`src/verilog/sdcr_params.svh`:
```
// timing counts, pin encodings and mode settings for the sdram host controller
`ifndef SDCR_PARAMS_SVH
`define SDCR_PARAMS_SVH
`define SDCR_CLK_MHZ 40
// least times round up, longest times round down
`define SDCR_CYC_UP(ns) ((((ns) * `SDCR_CLK_MHZ) + 999) / 1000)
`define SDCR_CYC_DN(ns) (((ns) * `SDCR_CLK_MHZ) / 1000)
`define SDCR_T_PWRUP_NS 100000
`define SDCR_PWRUP_CYC `SDCR_CYC_UP(`SDCR_T_PWRUP_NS)
`define SDCR_T_RFC_NS 80
`define SDCR_RFC_CYC `SDCR_CYC_UP(`SDCR_T_RFC_NS)
`define SDCR_MRD_CYC 2
`define SDCR_T_WR_NS 15
`define SDCR_WR_CYC `SDCR_CYC_UP(`SDCR_T_WR_NS)
`define SDCR_T_RP_NS 20
`define SDCR_RP_CYC `SDCR_CYC_UP(`SDCR_T_RP_NS)
`define SDCR_T_RAS_NS 45
`define SDCR_RAS_CYC `SDCR_CYC_UP(`SDCR_T_RAS_NS)
`define SDCR_T_RCD_NS 20
`define SDCR_RCD_CYC `SDCR_CYC_UP(`SDCR_T_RCD_NS)
`define SDCR_T_REFI_NS 7812
`define SDCR_REFI_CYC `SDCR_CYC_DN(`SDCR_T_REFI_NS)
`define SDCR_T_REF_MS 64
`define SDCR_REF_CYC (`SDCR_T_REF_MS * `SDCR_CLK_MHZ * 1000)
`define SDCR_CL 2
`define SDCR_MODE_WORD 13'h020
`define SDCR_AP_BIT 10
// command pins cs_b, ras_b, cas_b, we_b
`define SDCR_CMD_NOP 4'h7
`define SDCR_CMD_ACT 4'h3
`define SDCR_CMD_RD 4'h5
`define SDCR_CMD_WR 4'h4
`define SDCR_CMD_PRE 4'h2
`define SDCR_CMD_REF 4'h1
`define SDCR_CMD_LMR 4'h0
`endif

```
`src/verilog/sdcr_pkg.sv`:
```
// types shared by the sdram host controller
package sdcr_pkg;
   typedef struct packed
   {
      logic cs_b;
      logic ras_b;
      logic cas_b;
      logic we_b;
   } sdcr_cmd_s;
   typedef struct packed
   {
      logic we;
      logic [1:0] bank;
      logic [12:0] row;
      logic [8:0] col;
      logic [15:0] data;
   } sdcr_req_s;
   typedef enum logic [3:0]
   {
      S_PWRUP, S_PRE_ALL, S_REF, S_LMR, S_IDLE, S_RW, S_PRE, S_PDOWN, S_STOP
   } sdcr_state_e;
endpackage

```
`src/verilog/sdcr_ctrl.sv`:
```
// sdram host controller: wake sequence, refresh, access timing, request fifo
//
// Contract
// - after reset wait 100us, then give two auto refreshes before any access.
// - when the refresh period has lapsed, give the pair of auto refreshes again.
// - report that the clock may change only while stopped or in power-down.
// - only nops follow an auto refresh for the refresh cycle time.
// - at least one nop follows load mode register within the mode set delay.
// - precharge after a write waits 15ns past the last write data.
// - write recovery always holds at least one full clock.
// - after a page write, write recovery elapses before precharge.
// - precharge never comes before the row active minimum time since activate.
// - refresh keeps its interval while in power-down by leaving it when due.
`include "sdcr_params.svh"

// request buffer: flip-flop storage, honest full and empty
module sdcr_fifo #(
   parameter int WIDTH = 8,
   parameter int DEPTH = 16
) (
   input wire logic core_clk,
   input wire logic rst_b,
   // fill side
   input wire logic in_valid,
   output logic in_ready,
   input wire logic [WIDTH-1:0] in_data,
   // drain side
   output logic out_valid,
   input wire logic out_ready,
   output logic [WIDTH-1:0] out_data
);
   localparam int AW = $clog2(DEPTH);
   logic [WIDTH-1:0] mem [DEPTH];
   logic [AW:0] wp, rp, next_wp, next_rp;
   logic push, pop;

   // pointers carry a wrap bit so full and empty differ
   always_comb
   begin
      in_ready = (wp[AW] == rp[AW]) || (wp[AW-1:0] != rp[AW-1:0]);
      out_valid = (wp != rp);
      push = in_valid && in_ready;
      pop = out_valid && out_ready;
      next_wp = wp + (AW+1)'(push);
      next_rp = rp + (AW+1)'(pop);
   end

   always_ff @(posedge core_clk)
   begin
      if (!rst_b)
      begin
         wp <= '0;
         rp <= '0;
      end
      else
      begin
         wp <= next_wp;
         rp <= next_rp;
      end
   end

   // storage has no reset; only written entries are ever read
   always_ff @(posedge core_clk)
   begin
      if (push)
         mem[wp[AW-1:0]] <= in_data;
   end

   assign out_data = mem[rp[AW-1:0]];
endmodule

// controller top
module sdcr_ctrl #(
   parameter int REF_CYC = `SDCR_REF_CYC,
   parameter int FIFO_DEPTH = 16
) (
   // clock and reset
   input wire logic core_clk,
   input wire logic rst_b,
   // user requests
   input wire logic req_valid,
   output logic req_ready,
   input wire sdcr_pkg::sdcr_req_s req,
   output logic [15:0] rd_data,
   output logic rd_valid,
   output logic init_done,
   // power control
   input wire logic pd_req,
   input wire logic clk_stop_req,
   output logic clk_change_ok,
   // sdram pins
   output logic cke,
   output sdcr_pkg::sdcr_cmd_s cmd,
   output logic [1:0] ba,
   output logic [12:0] addr,
   output logic [15:0] dq_out,
   output logic dq_oe,
   input wire logic [15:0] dq_in
);
   localparam int RW = $clog2(REF_CYC + 1);
   sdcr_pkg::sdcr_req_s q_req, cur, next_cur;
   logic q_valid, q_ready;
   sdcr_pkg::sdcr_state_e state, next_state;
   logic [11:0] wait_cnt, next_wait;
   logic [RW-1:0] ref_cnt, next_ref_cnt;
   logic [3:0] act_age, next_act_age;
   logic [1:0] ref_left, next_ref_left;
   logic next_init, next_cke, next_oe, next_rd_valid;
   logic [`SDCR_CL-1:0] rd_pipe, next_rd_pipe;
   logic [15:0] next_dq, next_rd_data;
   sdcr_pkg::sdcr_cmd_s next_cmd;
   logic [1:0] next_ba;
   logic [12:0] next_addr;
   logic ref_due, ref_lapsed;

   sdcr_fifo #(.WIDTH($bits(sdcr_pkg::sdcr_req_s)), .DEPTH(FIFO_DEPTH)) u_fifo (
      .core_clk(core_clk),
      .rst_b(rst_b),
      .in_valid(req_valid),
      .in_ready(req_ready),
      .in_data(req),
      .out_valid(q_valid),
      .out_ready(q_ready),
      .out_data(q_req)
   );

   assign ref_due = (ref_cnt >= RW'(`SDCR_REFI_CYC));
   assign ref_lapsed = (ref_cnt >= RW'(REF_CYC));
   assign clk_change_ok = (state == sdcr_pkg::S_PDOWN) || (state == sdcr_pkg::S_STOP);
   // fifo drains only from idle, so refresh and power-down stall the source;
   // the pop must match the cycle in which idle really issues the activate,
   // or a word popped while a refresh or mode delay runs out would be lost
   assign q_ready = (state == sdcr_pkg::S_IDLE) && (wait_cnt == 12'h000) && !ref_due &&
      !clk_stop_req;

   // next-state and pin values; pins are registered so each command lasts one cycle
   always_comb
   begin
      next_state = state;
      next_wait = (wait_cnt != 12'h000) ? wait_cnt - 12'h001 : 12'h000;
      next_ref_cnt = ref_lapsed ? ref_cnt : ref_cnt + RW'(1);
      next_act_age = (act_age != 4'hf) ? act_age + 4'h1 : act_age;
      next_ref_left = ref_left;
      next_init = init_done;
      next_cur = cur;
      next_cke = 1'b1;
      next_cmd = `SDCR_CMD_NOP;
      next_ba = ba;
      next_addr = addr;
      next_dq = dq_out;
      next_oe = 1'b0;
      next_rd_pipe = {rd_pipe[`SDCR_CL-2:0], 1'b0};
      next_rd_valid = rd_pipe[`SDCR_CL-1];
      next_rd_data = rd_pipe[`SDCR_CL-1] ? dq_in : rd_data;
      unique case (state)
         // power-up pause counted down from reset
         sdcr_pkg::S_PWRUP:
            if (wait_cnt == 12'h000)
               next_state = sdcr_pkg::S_PRE_ALL;
         sdcr_pkg::S_PRE_ALL:
            if (wait_cnt == 12'h000)
            begin
               next_cmd = `SDCR_CMD_PRE;
               next_addr = 13'h0400;
               next_wait = 12'(`SDCR_RP_CYC - 1);
               next_ref_left = 2'h2;
               next_state = sdcr_pkg::S_REF;
            end
         // refresh cycle time filled with nops
         sdcr_pkg::S_REF:
            if (wait_cnt == 12'h000)
            begin
               next_cmd = `SDCR_CMD_REF;
               next_ref_cnt = '0;
               next_wait = 12'(`SDCR_RFC_CYC - 1);
               next_ref_left = ref_left - 2'h1;
               if (ref_left == 2'h1)
                  next_state = init_done ? sdcr_pkg::S_IDLE : sdcr_pkg::S_LMR;
            end
         // mode set delay leaves a nop behind
         sdcr_pkg::S_LMR:
            if (wait_cnt == 12'h000)
            begin
               next_cmd = `SDCR_CMD_LMR;
               next_ba = 2'h0;
               next_addr = `SDCR_MODE_WORD;
               next_wait = 12'(`SDCR_MRD_CYC - 1);
               next_init = 1'b1;
               next_state = sdcr_pkg::S_IDLE;
            end
         // refresh first, then clock stop, then access, then power-down
         sdcr_pkg::S_IDLE:
            if (wait_cnt == 12'h000)
            begin
               if (ref_due)
               begin
                  // a lapsed period earns the wake pair again
                  next_ref_left = ref_lapsed ? 2'h2 : 2'h1;
                  next_state = sdcr_pkg::S_REF;
               end
               else if (clk_stop_req)
               begin
                  next_cke = 1'b0;
                  next_state = sdcr_pkg::S_STOP;
               end
               else if (q_valid)
               begin
                  next_cmd = `SDCR_CMD_ACT;
                  next_cur = q_req;
                  next_ba = q_req.bank;
                  next_addr = q_req.row;
                  next_act_age = 4'h0;
                  next_wait = 12'(`SDCR_RCD_CYC - 1);
                  next_state = sdcr_pkg::S_RW;
               end
               else if (pd_req)
               begin
                  next_cke = 1'b0;
                  next_state = sdcr_pkg::S_PDOWN;
               end
            end
         sdcr_pkg::S_RW:
            if (wait_cnt == 12'h000)
            begin
               next_cmd = cur.we ? `SDCR_CMD_WR : `SDCR_CMD_RD;
               next_addr = {4'h0, cur.col};
               next_dq = cur.data;
               next_oe = cur.we;
               next_rd_pipe[0] = !cur.we;
               // write recovery: a full cycle past the last data
               next_wait = cur.we ? 12'(`SDCR_WR_CYC) : 12'h000;
               next_state = sdcr_pkg::S_PRE;
            end
         // precharge waits for recovery and row active minimum
         sdcr_pkg::S_PRE:
            if (wait_cnt == 12'h000 && act_age >= 4'(`SDCR_RAS_CYC))
            begin
               next_cmd = `SDCR_CMD_PRE;
               next_addr = 13'h0000;
               next_wait = 12'(`SDCR_RP_CYC - 1);
               next_state = sdcr_pkg::S_IDLE;
            end
         // leave power-down as soon as a refresh is due
         sdcr_pkg::S_PDOWN:
            if (pd_req && !ref_due)
               next_cke = 1'b0;
            else
               next_state = sdcr_pkg::S_IDLE;
         // device clock held off outside; refreshes may lapse here
         sdcr_pkg::S_STOP:
            if (clk_stop_req)
               next_cke = 1'b0;
            else
               next_state = sdcr_pkg::S_IDLE;
      endcase
   end

   always_ff @(posedge core_clk)
   begin
      if (!rst_b)
      begin
         state <= sdcr_pkg::S_PWRUP;
         wait_cnt <= 12'(`SDCR_PWRUP_CYC - 1);
         ref_cnt <= '0;
         act_age <= 4'hf;
         ref_left <= 2'h0;
         init_done <= 1'b0;
         cur <= '0;
         cke <= 1'b1;
         cmd <= `SDCR_CMD_NOP;
         ba <= 2'h0;
         addr <= 13'h0000;
         dq_out <= 16'h0000;
         dq_oe <= 1'b0;
         rd_pipe <= '0;
         rd_valid <= 1'b0;
         rd_data <= 16'h0000;
      end
      else
      begin
         state <= next_state;
         wait_cnt <= next_wait;
         ref_cnt <= next_ref_cnt;
         act_age <= next_act_age;
         ref_left <= next_ref_left;
         init_done <= next_init;
         cur <= next_cur;
         cke <= next_cke;
         cmd <= next_cmd;
         ba <= next_ba;
         addr <= next_addr;
         dq_out <= next_dq;
         dq_oe <= next_oe;
         rd_pipe <= next_rd_pipe;
         rd_valid <= next_rd_valid;
         rd_data <= next_rd_data;
      end
   end

   // pin-side helper counters for the checks below
   logic [12:0] boot_age;
   logic [3:0] pin_act_age;
   logic [1:0] refs_seen;
   logic is_nop, is_ref, is_pre, is_wr;
   assign is_nop = (cmd == `SDCR_CMD_NOP);
   assign is_ref = (cmd == `SDCR_CMD_REF);
   assign is_pre = (cmd == `SDCR_CMD_PRE);
   assign is_wr = (cmd == `SDCR_CMD_WR);
   always_ff @(posedge core_clk)
   begin
      if (!rst_b)
      begin
         boot_age <= 13'h0000;
         pin_act_age <= 4'hf;
         refs_seen <= 2'h0;
      end
      else
      begin
         boot_age <= (boot_age != 13'h1fff) ? boot_age + 13'h0001 : boot_age;
         pin_act_age <= (cmd == `SDCR_CMD_ACT) ? 4'h1 :
            ((pin_act_age != 4'hf) ? pin_act_age + 4'h1 : pin_act_age);
         refs_seen <= (is_ref && refs_seen != 2'h3) ? refs_seen + 2'h1 : refs_seen;
      end
   end

   property p_pwrup_pause;
      @(posedge core_clk) disable iff (!rst_b) !is_nop |-> boot_age >= 13'(`SDCR_PWRUP_CYC);
   endproperty
   a_pwrup_pause: assert property (p_pwrup_pause) else $error("command before power-up pause");
   property p_two_refs;
      @(posedge core_clk) disable iff (!rst_b) $rose(init_done) |-> refs_seen == 2'h2;
   endproperty
   a_two_refs: assert property (p_two_refs) else $error("init without two refreshes");
   property p_lapse_pair;
      @(posedge core_clk) disable iff (!rst_b)
         (state == sdcr_pkg::S_IDLE && ref_lapsed && wait_cnt == 12'h000)
         |-> ##[1:3] is_ref ##[4:6] is_ref;
   endproperty
   a_lapse_pair: assert property (p_lapse_pair) else $error("lapse without refresh pair");
   property p_clk_change;
      @(posedge core_clk) disable iff (!rst_b) clk_change_ok |-> !cke;
   endproperty
   a_clk_change: assert property (p_clk_change) else $error("clock change with cke high");
   property p_rfc_nops;
      @(posedge core_clk) disable iff (!rst_b) is_ref |=> is_nop [*3];
   endproperty
   a_rfc_nops: assert property (p_rfc_nops) else $error("command inside refresh cycle");
   property p_mrd_nop;
      @(posedge core_clk) disable iff (!rst_b) (cmd == `SDCR_CMD_LMR) |=> is_nop;
   endproperty
   a_mrd_nop: assert property (p_mrd_nop) else $error("no nop after mode set");
   property p_write_recovery;
      @(posedge core_clk) disable iff (!rst_b) is_wr |=> !is_pre ##1 !dq_oe;
   endproperty
   a_write_recovery: assert property (p_write_recovery) else $error("precharge too soon");
   property p_row_active;
      @(posedge core_clk) disable iff (!rst_b)
         (is_pre && !addr[`SDCR_AP_BIT]) |-> pin_act_age >= 4'(`SDCR_RAS_CYC);
   endproperty
   a_row_active: assert property (p_row_active) else $error("row active time violated");
   property p_pd_refresh;
      @(posedge core_clk) disable iff (!rst_b)
         (state == sdcr_pkg::S_PDOWN && ref_due) |=> state == sdcr_pkg::S_IDLE ##1 cke;
   endproperty
   a_pd_refresh: assert property (p_pd_refresh) else $error("power-down hid a refresh");

   c_init: cover property (@(posedge core_clk) disable iff (!rst_b) $rose(init_done));
   c_write: cover property (@(posedge core_clk) disable iff (!rst_b) is_wr ##[2:4] is_pre);
   c_read: cover property (@(posedge core_clk) disable iff (!rst_b) rd_valid);
   c_pdown: cover property (@(posedge core_clk) disable iff (!rst_b)
      state == sdcr_pkg::S_PDOWN ##[1:400] is_ref);
endmodule

```
`config.mk`:
```
export PLATFORM = sky130hd
export DESIGN_NAME = sdcr_ctrl
export DESIGN_NICKNAME = d
export VERILOG_FILES = /design/src/verilog/sdcr_pkg.sv /design/src/verilog/sdcr_ctrl.sv
export VERILOG_INCLUDE_DIRS = /design/src /design/src/verilog
export SDC_FILE = /design/constraint.sdc
export NUM_CORES = 1
export LEC_CHECK = 0
export BUFFER_PORTS_ARGS = -buffer_cell sky130_fd_sc_hd__buf_2
export CORE_ASPECT_RATIO = 1.25
export CORE_MARGIN = 2
export CORE_UTILIZATION = 37
export DETAILED_ROUTE_END_ITERATION = 12
export PLACE_DENSITY_LB_ADDON = 0.1
export SYNTH_ARGS = -nofsm -noshare
export SYNTH_HDL_FRONTEND = slang
export SYNTH_SLANG_ARGS = --single-unit
```
`constraint.sdc`:
```
create_clock -name core_clk -period 5.6 [get_ports core_clk]
set_input_delay 0 -clock core_clk [delete_from_list [all_inputs] [get_ports core_clk]]
set_output_delay 0 -clock core_clk [all_outputs]
set_load 0.01 [all_outputs]
```
# Word-level counts from Yosys, hierarchy flattened
# Memory sizes are Yosys's and may differ from the RTL's. A register that Yosys moved wholly into a read port is not among the register bits.
# Index checks and enable logic that the tools add are counted.
[word_totals]
memories = 1
in_bits = 62
ram_bits = 656
elab_cells = 170
output_inout_bits = 57
regBits = 137
[memory_table]
columns = ["name", "words", "width", "read_ports", "rd_ports_with_merged_regs", "write_ports", "line", "text"]
rows = [
  ["u_fifo.mem", 16, 41, 1, 1, 1, "sdcr_ctrl.sv:33", "logic [WIDTH-1:0] mem [DEPTH];"],
]
[op_classes]
bitwise_logic = 2
n_mux = 80
add_sub_neg = 6
reduce_logical = 26
n_lt_le_gt_ge = 3
eq_ne = 28
[op_table]
columns = ["operator", "n"]
rows = [
  ["$mux W12", 10],
  ["$mux W13", 8],
  ["$mux W4", 21],
  ["$pmux W12 S6", 1],
  ["$mux W22", 3],
  ["$pmux W13 S5", 1],
  ["$pmux W4 S9", 1],
  ["$mux W3", 9],
  ["$ne A2 B2 Y1 const B", 13],
  ["$add A22 B1 Y22 const B", 1],
  ["$ge A22 B22 Y1 const B", 1],
  ["$ge A22 B9 Y1 const B", 1],
  ["$mux W2", 11],
  ["$pmux W3 S6", 1],
  ["$eq A4 B3 Y1 const B", 4],
  ["$logic_not A12 Y1", 1],
  ["$reduce_bool A12 Y1", 1],
  ["$sub A12 B1 Y12 const B", 1],
  ["$mux W1", 11],
  ["$reduce_and A11 Y1", 1],
  ["$add A5 B1 Y5", 2],
  ["$reduce_and A5 Y1", 2],
  ["$reduce_and A9 Y1", 1],
  ["$eq A4 B2 Y1 const B", 2],
  ["other kinds (26)", 37],
]

# Longest topological paths before layout
[logic_depth]
word_depth = 7
depth_mapped = 11
ltp_nobuf = 11

# By module
# Synthesis repeated with hierarchy kept, for this count alone.
[hier_totals]
hier_cells = 1830
hier_area_um2 = 31397.6
[by_module_without_submodules]
columns = ["module", "cells_per_inst", "seq_area_each_um2", "instances", "area_each_um2"]
rows = [
  ["sdcr_fifo", 1168, 19899.1, 1, 25708.4],
  ["sdcr_ctrl", 662, 2522.4, 1, 5689.2],
]

# Least setup slack after synthesis
# Ideal clock, no wire load.
[synth_timing]
path_type = "register -> register"
start = "register u_fifo.rp[0]"
end = "memory u_fifo.mem[0][0] (netlist bit) (enable)"
period_less_slack_ns = 4.914
required_ns = 5.110
setup_time_ns = 0.490
setup_slack_ns = 0.686
path_buffers = 2
arrival_ns = 4.424
path_stages_with_launch = 9
cell_sequence = "dfxtp_1 > buf_2 > xor2_1 > nor4_4 > nand2_1 > and2_1 > buf_2 > or3b_1 > nor3_1"
[synth_via]
elab_chain_cells = 5
[synth_lines]
columns = ["element", "line", "text"]
rows = [
  ["start: declaration", "sdcr_ctrl.sv:34", "logic [AW:0] wp, rp, next_wp, next_rp;"],
  ["start signal: assignment", "sdcr_ctrl.sv:58", "rp <= next_rp;"],
  ["$ne A4 B4 Y1", "sdcr_ctrl.sv:40", "in_ready = (wp[AW] == rp[AW]) || (wp[AW-1:0] != rp[AW-1:0]);"],
  ["$logic_or A1 B1 Y1", "sdcr_ctrl.sv:40", ""],
  ["named net req_ready", "sdcr_ctrl.sv:82", "output logic req_ready,"],
  ["$logic_and A1 B1 Y1", "sdcr_ctrl.sv:42", "push = in_valid && in_ready;"],
  ["$mux W1", "sdcr_ctrl.sv:65", "if (push)"],
  ["$mux W1 (not written as such)", "sdcr_ctrl.sv:66", "mem[wp[AW-1:0]] <= in_data;"],
  ["end: declaration", "sdcr_ctrl.sv:33", ""],
]
# The timed path passes the listed nets, and every way through them passes these cells.

# Final worst setup path
[layout_timing]
start = "register u_fifo.rp[0]"
end = "memory u_fifo.mem[13][24] (netlist bit) (enable)"
[layout_via]
elab_chain_cells = 5
[layout_lines]
columns = ["element", "line"]
rows = [
  ["$ne A4 B4 Y1", "sdcr_ctrl.sv:40"],
  ["$logic_or A1 B1 Y1", "sdcr_ctrl.sv:40"],
  ["$logic_and A1 B1 Y1", "sdcr_ctrl.sv:42"],
  ["$mux W1", "sdcr_ctrl.sv:65"],
  ["$mux W1 (not written as such)", "sdcr_ctrl.sv:66"],
]
# No other way between the ends.

==> results.tsv <==
metric	value	unit
Post-CTS Resized	0	
Worst Path Arrival	3.77	ns
hpwl dp	44800	um
slew margin rel.	20.8	%
vias in the first global route	17154	
CTS max path bufs	3	
Setup Skew	0.0166	ns
final hold vios	0	
First DRT Iteration DRCs	1370	
Max Clk Rate	289	MHz
Reg clk slew, reported paths	0.06	ns
unrepaired setup endpoints after global routing	false	
Min-Delay Path Class	in2reg	
Clock Latency Late Sink	0.64	ns
EDFF count, synth	656	
CP max FO	33	
status	finished, final reports clean	
largest net degree at the start of global routing	89	
# IOs	119	
Period minus WS final	3.47	ns
Max Cap Viol	0	
Finished Cell Area	0.0359	sq mm
async set-reset flop share out of synthesis	0	%
IO Port Bufs	117	
Final setup viols	0	
Seq cells post-synth	792	
Lkg Pwr	0.0115	uW
GPL Wtd Cong	0.764	
starting density of the core	37.5	%
routed length per instance	25.2	um
Main synth FF type	edfxtp_1	
row count	117	
NumNets Final	1995	
vias per cell	5.34	
number of fill cells	7201	
slew of the pin with the lowest slew margin	1.19	ns
leading cell type in the layout, fill and taps excluded	edfxtp_1	
first-pass GRT wire length	115000	um
Die H	325	um
initial antenna violation count	0	
Total Wirelength	77300	um
yosys warns	0	
DR vias	16336	
power density cells	343	mW/mm^2
CP Capture Type	register	
share of layout cells above drive strength 1	24.8	%
crit share post-route	61.9	%
Core Footprint	0.0817	sq mm
CP required	5.90	ns
H-Tree Depth	3	
placed cell area	0.0325	sq mm
register area share after synthesis	73.3	%
die area	0.0850	sq mm
DRC	0	
gr ovfl total	0	
Num CTS Buffers	82	
post-synth cell types	72	
hold slack	0.141	ns
Synth Area per Inst	17.8	sq um
Peak VDD IR	0.208	mV
final setup TNS	0	ns
Synth Cell Area	0.0306	sq mm
critical path class	reg2reg	
final max-slew violation count	0	
crit start category	register	
GRT Total Usage	18.4	%
CTS tree	built	
P&R area growth vs syn	17.4	%
Root Buffer	clkbuf_16	
CTS sink count	792	
Post-Syn Nets	1792	
drt first pass iters	5	
post-route antenna net violation count	0	
# diodes	0	
Mapped Cells	1719	
utilization after layout	44.0	%
die span in x	261	um
commonest cells after routing, fill and taps aside	edfxtp_1, mux4_2, nand2_1	
-- through the flow --
stage          total power, uW  instances  setup WS, ns
2_1_floorplan             6690       1719         0.686
3_5_place_dp              6850       2846          2.02
4_1_cts                  12500       3062          1.99
3_3_place_gp              6850       2846          2.03
5_1_grt                  12700       3062          1.81
6_report                 12300       3062          2.13
-- worst max-delay path, cell delays in order (launching register included) --
cell and delay, ns:
dfxtp_4 0.78, xor2_1 0.29, nor4_4 0.11, nand2_1 0.10, and2_1 0.23, nand3_1 0.32
nor2_4 0.86, buf_4 0.42
-- kinds of logic (layout without fill, tap and decap cells) --
group                      count (synthesis)  count (layout)  share of synthesized area, %
buffers and inverters                    109             381                          1.63
and+or+nand+nor                          359             359                          5.59
xor gates and xnor gates                  40              40                          1.15
muxes                                    198             198                          13.2
adders and majority gates                 11              11                         0.450
DFF                                      792             792                          73.3
other                                      1               1                        0.0123
AOI/OAI and AO/OA                        209             209                          4.65
-- report_power, final --
group / total [uW] / internal (uW) / switching [uW]
Combinational: 300 / 99.7 / 200
Sequential: 6460 / 6440 / 20.8
Clock: 5560 / 3290 / 2270
-- registers in the layout, indices dropped and copies added, names as in the netlist, 3 cells and up --
| signal | count |
|---|---|
| u_fifo.rp | 5 |
| ref_cnt | 22 |
| addr | 13 |
| act_age | 4 |
| cur | 26 |
| rd_data | 16 |
| dq_out | 16 |
| cmd | 3 |
| state | 4 |
| u_fifo.wp | 5 |
| wait_cnt | 12 |
| u_fifo.mem | 656 |
-- path summary, 6_finish.rpt --
path                 from                  to  slack, ns  depth (start not counted)
min reg2reg    rd_pipe[0]          rd_pipe[1]       0.44                          1
min              dq_in[0]          rd_data[0]       0.14                          4
max          u_fifo.rp[0]  u_fifo.mem[13][24]       2.13                          7
max reg2reg  u_fifo.rp[0]  u_fifo.mem[13][24]       2.13                          7
-- cell usage after synthesis (2+ instances only) --
cell type / instances / area [sq um]
edfxtp_1: 656 / 19700
mux4_2: 164 / 3690
nand2_1: 144 / 541
dfxtp_1: 136 / 2720
nor2_1: 91 / 342
a21oi_1: 58 / 290
a22oi_1: 57 / 428
buf_2: 48 / 240
clkbuf_1: 37 / 139
o21ai_0: 34 / 170
nand3_1: 33 / 165
mux2i_1: 24 / 240
xor2_1: 24 / 210
xnor2_1: 16 / 140
and2_1: 13 / 81.3
a22o_1: 12 / 105
and3_1: 12 / 75.1
nor3_1: 12 / 60.1
ha_1: 11 / 138
inv_1: 10 / 37.5
mux2_2: 10 / 113
a221oi_1: 9 / 78.8
buf_4: 8 / 60.1
nand4_1: 8 / 50.1
nor2b_1: 7 / 43.8
nand3b_1: 6 / 45.0
buf_1: 5 / 18.8
nor4_1: 5 / 31.3
o31ai_1: 5 / 37.5
a211oi_1: 4 / 30.0
nand2b_1: 4 / 25.0
a211o_1: 3 / 26.3
a31oi_1: 3 / 18.8
or2_2: 3 / 18.8
or3_1: 3 / 18.8
and4_1: 2 / 17.5
nor4_2: 2 / 25.0
nor4b_1: 2 / 17.5
o2111ai_1: 2 / 17.5
o211ai_1: 2 / 15.0
o21ai_1: 2 / 10.0
or4_1: 2 / 15.0
-- timing repair --
action / CTS / global route
buffers inserted: 0 / 0
hold endpoints to repair: 711 / 0
hold buffers: 63 / 0
-- metal layers --
layer | routed length, um | global-route usage [%] | vias to the layer above
met5 | 0 | 0 | -
met4 | 1470 | 5.30 | 0
met3 | 3590 | 2.63 | 85
met2 | 38000 | 30.1 | 396
met1 | 34200 | 25.5 | 8616
li1 | - | - | 7239
-- final cells by class --
cell class	instances	area, sq um	share of cell area (%)
timing repair buffer	217	1530	4.27
clock buffer	108	2240	6.23
sequential	792	22400	62.5
multi-input combinational	818	7820	21.8
inverter	11	42.5	0.118
clock inverter	45	502	1.40
tap	1071	1340	3.73
No activity file was read; power rests on OpenSTA's default activity.
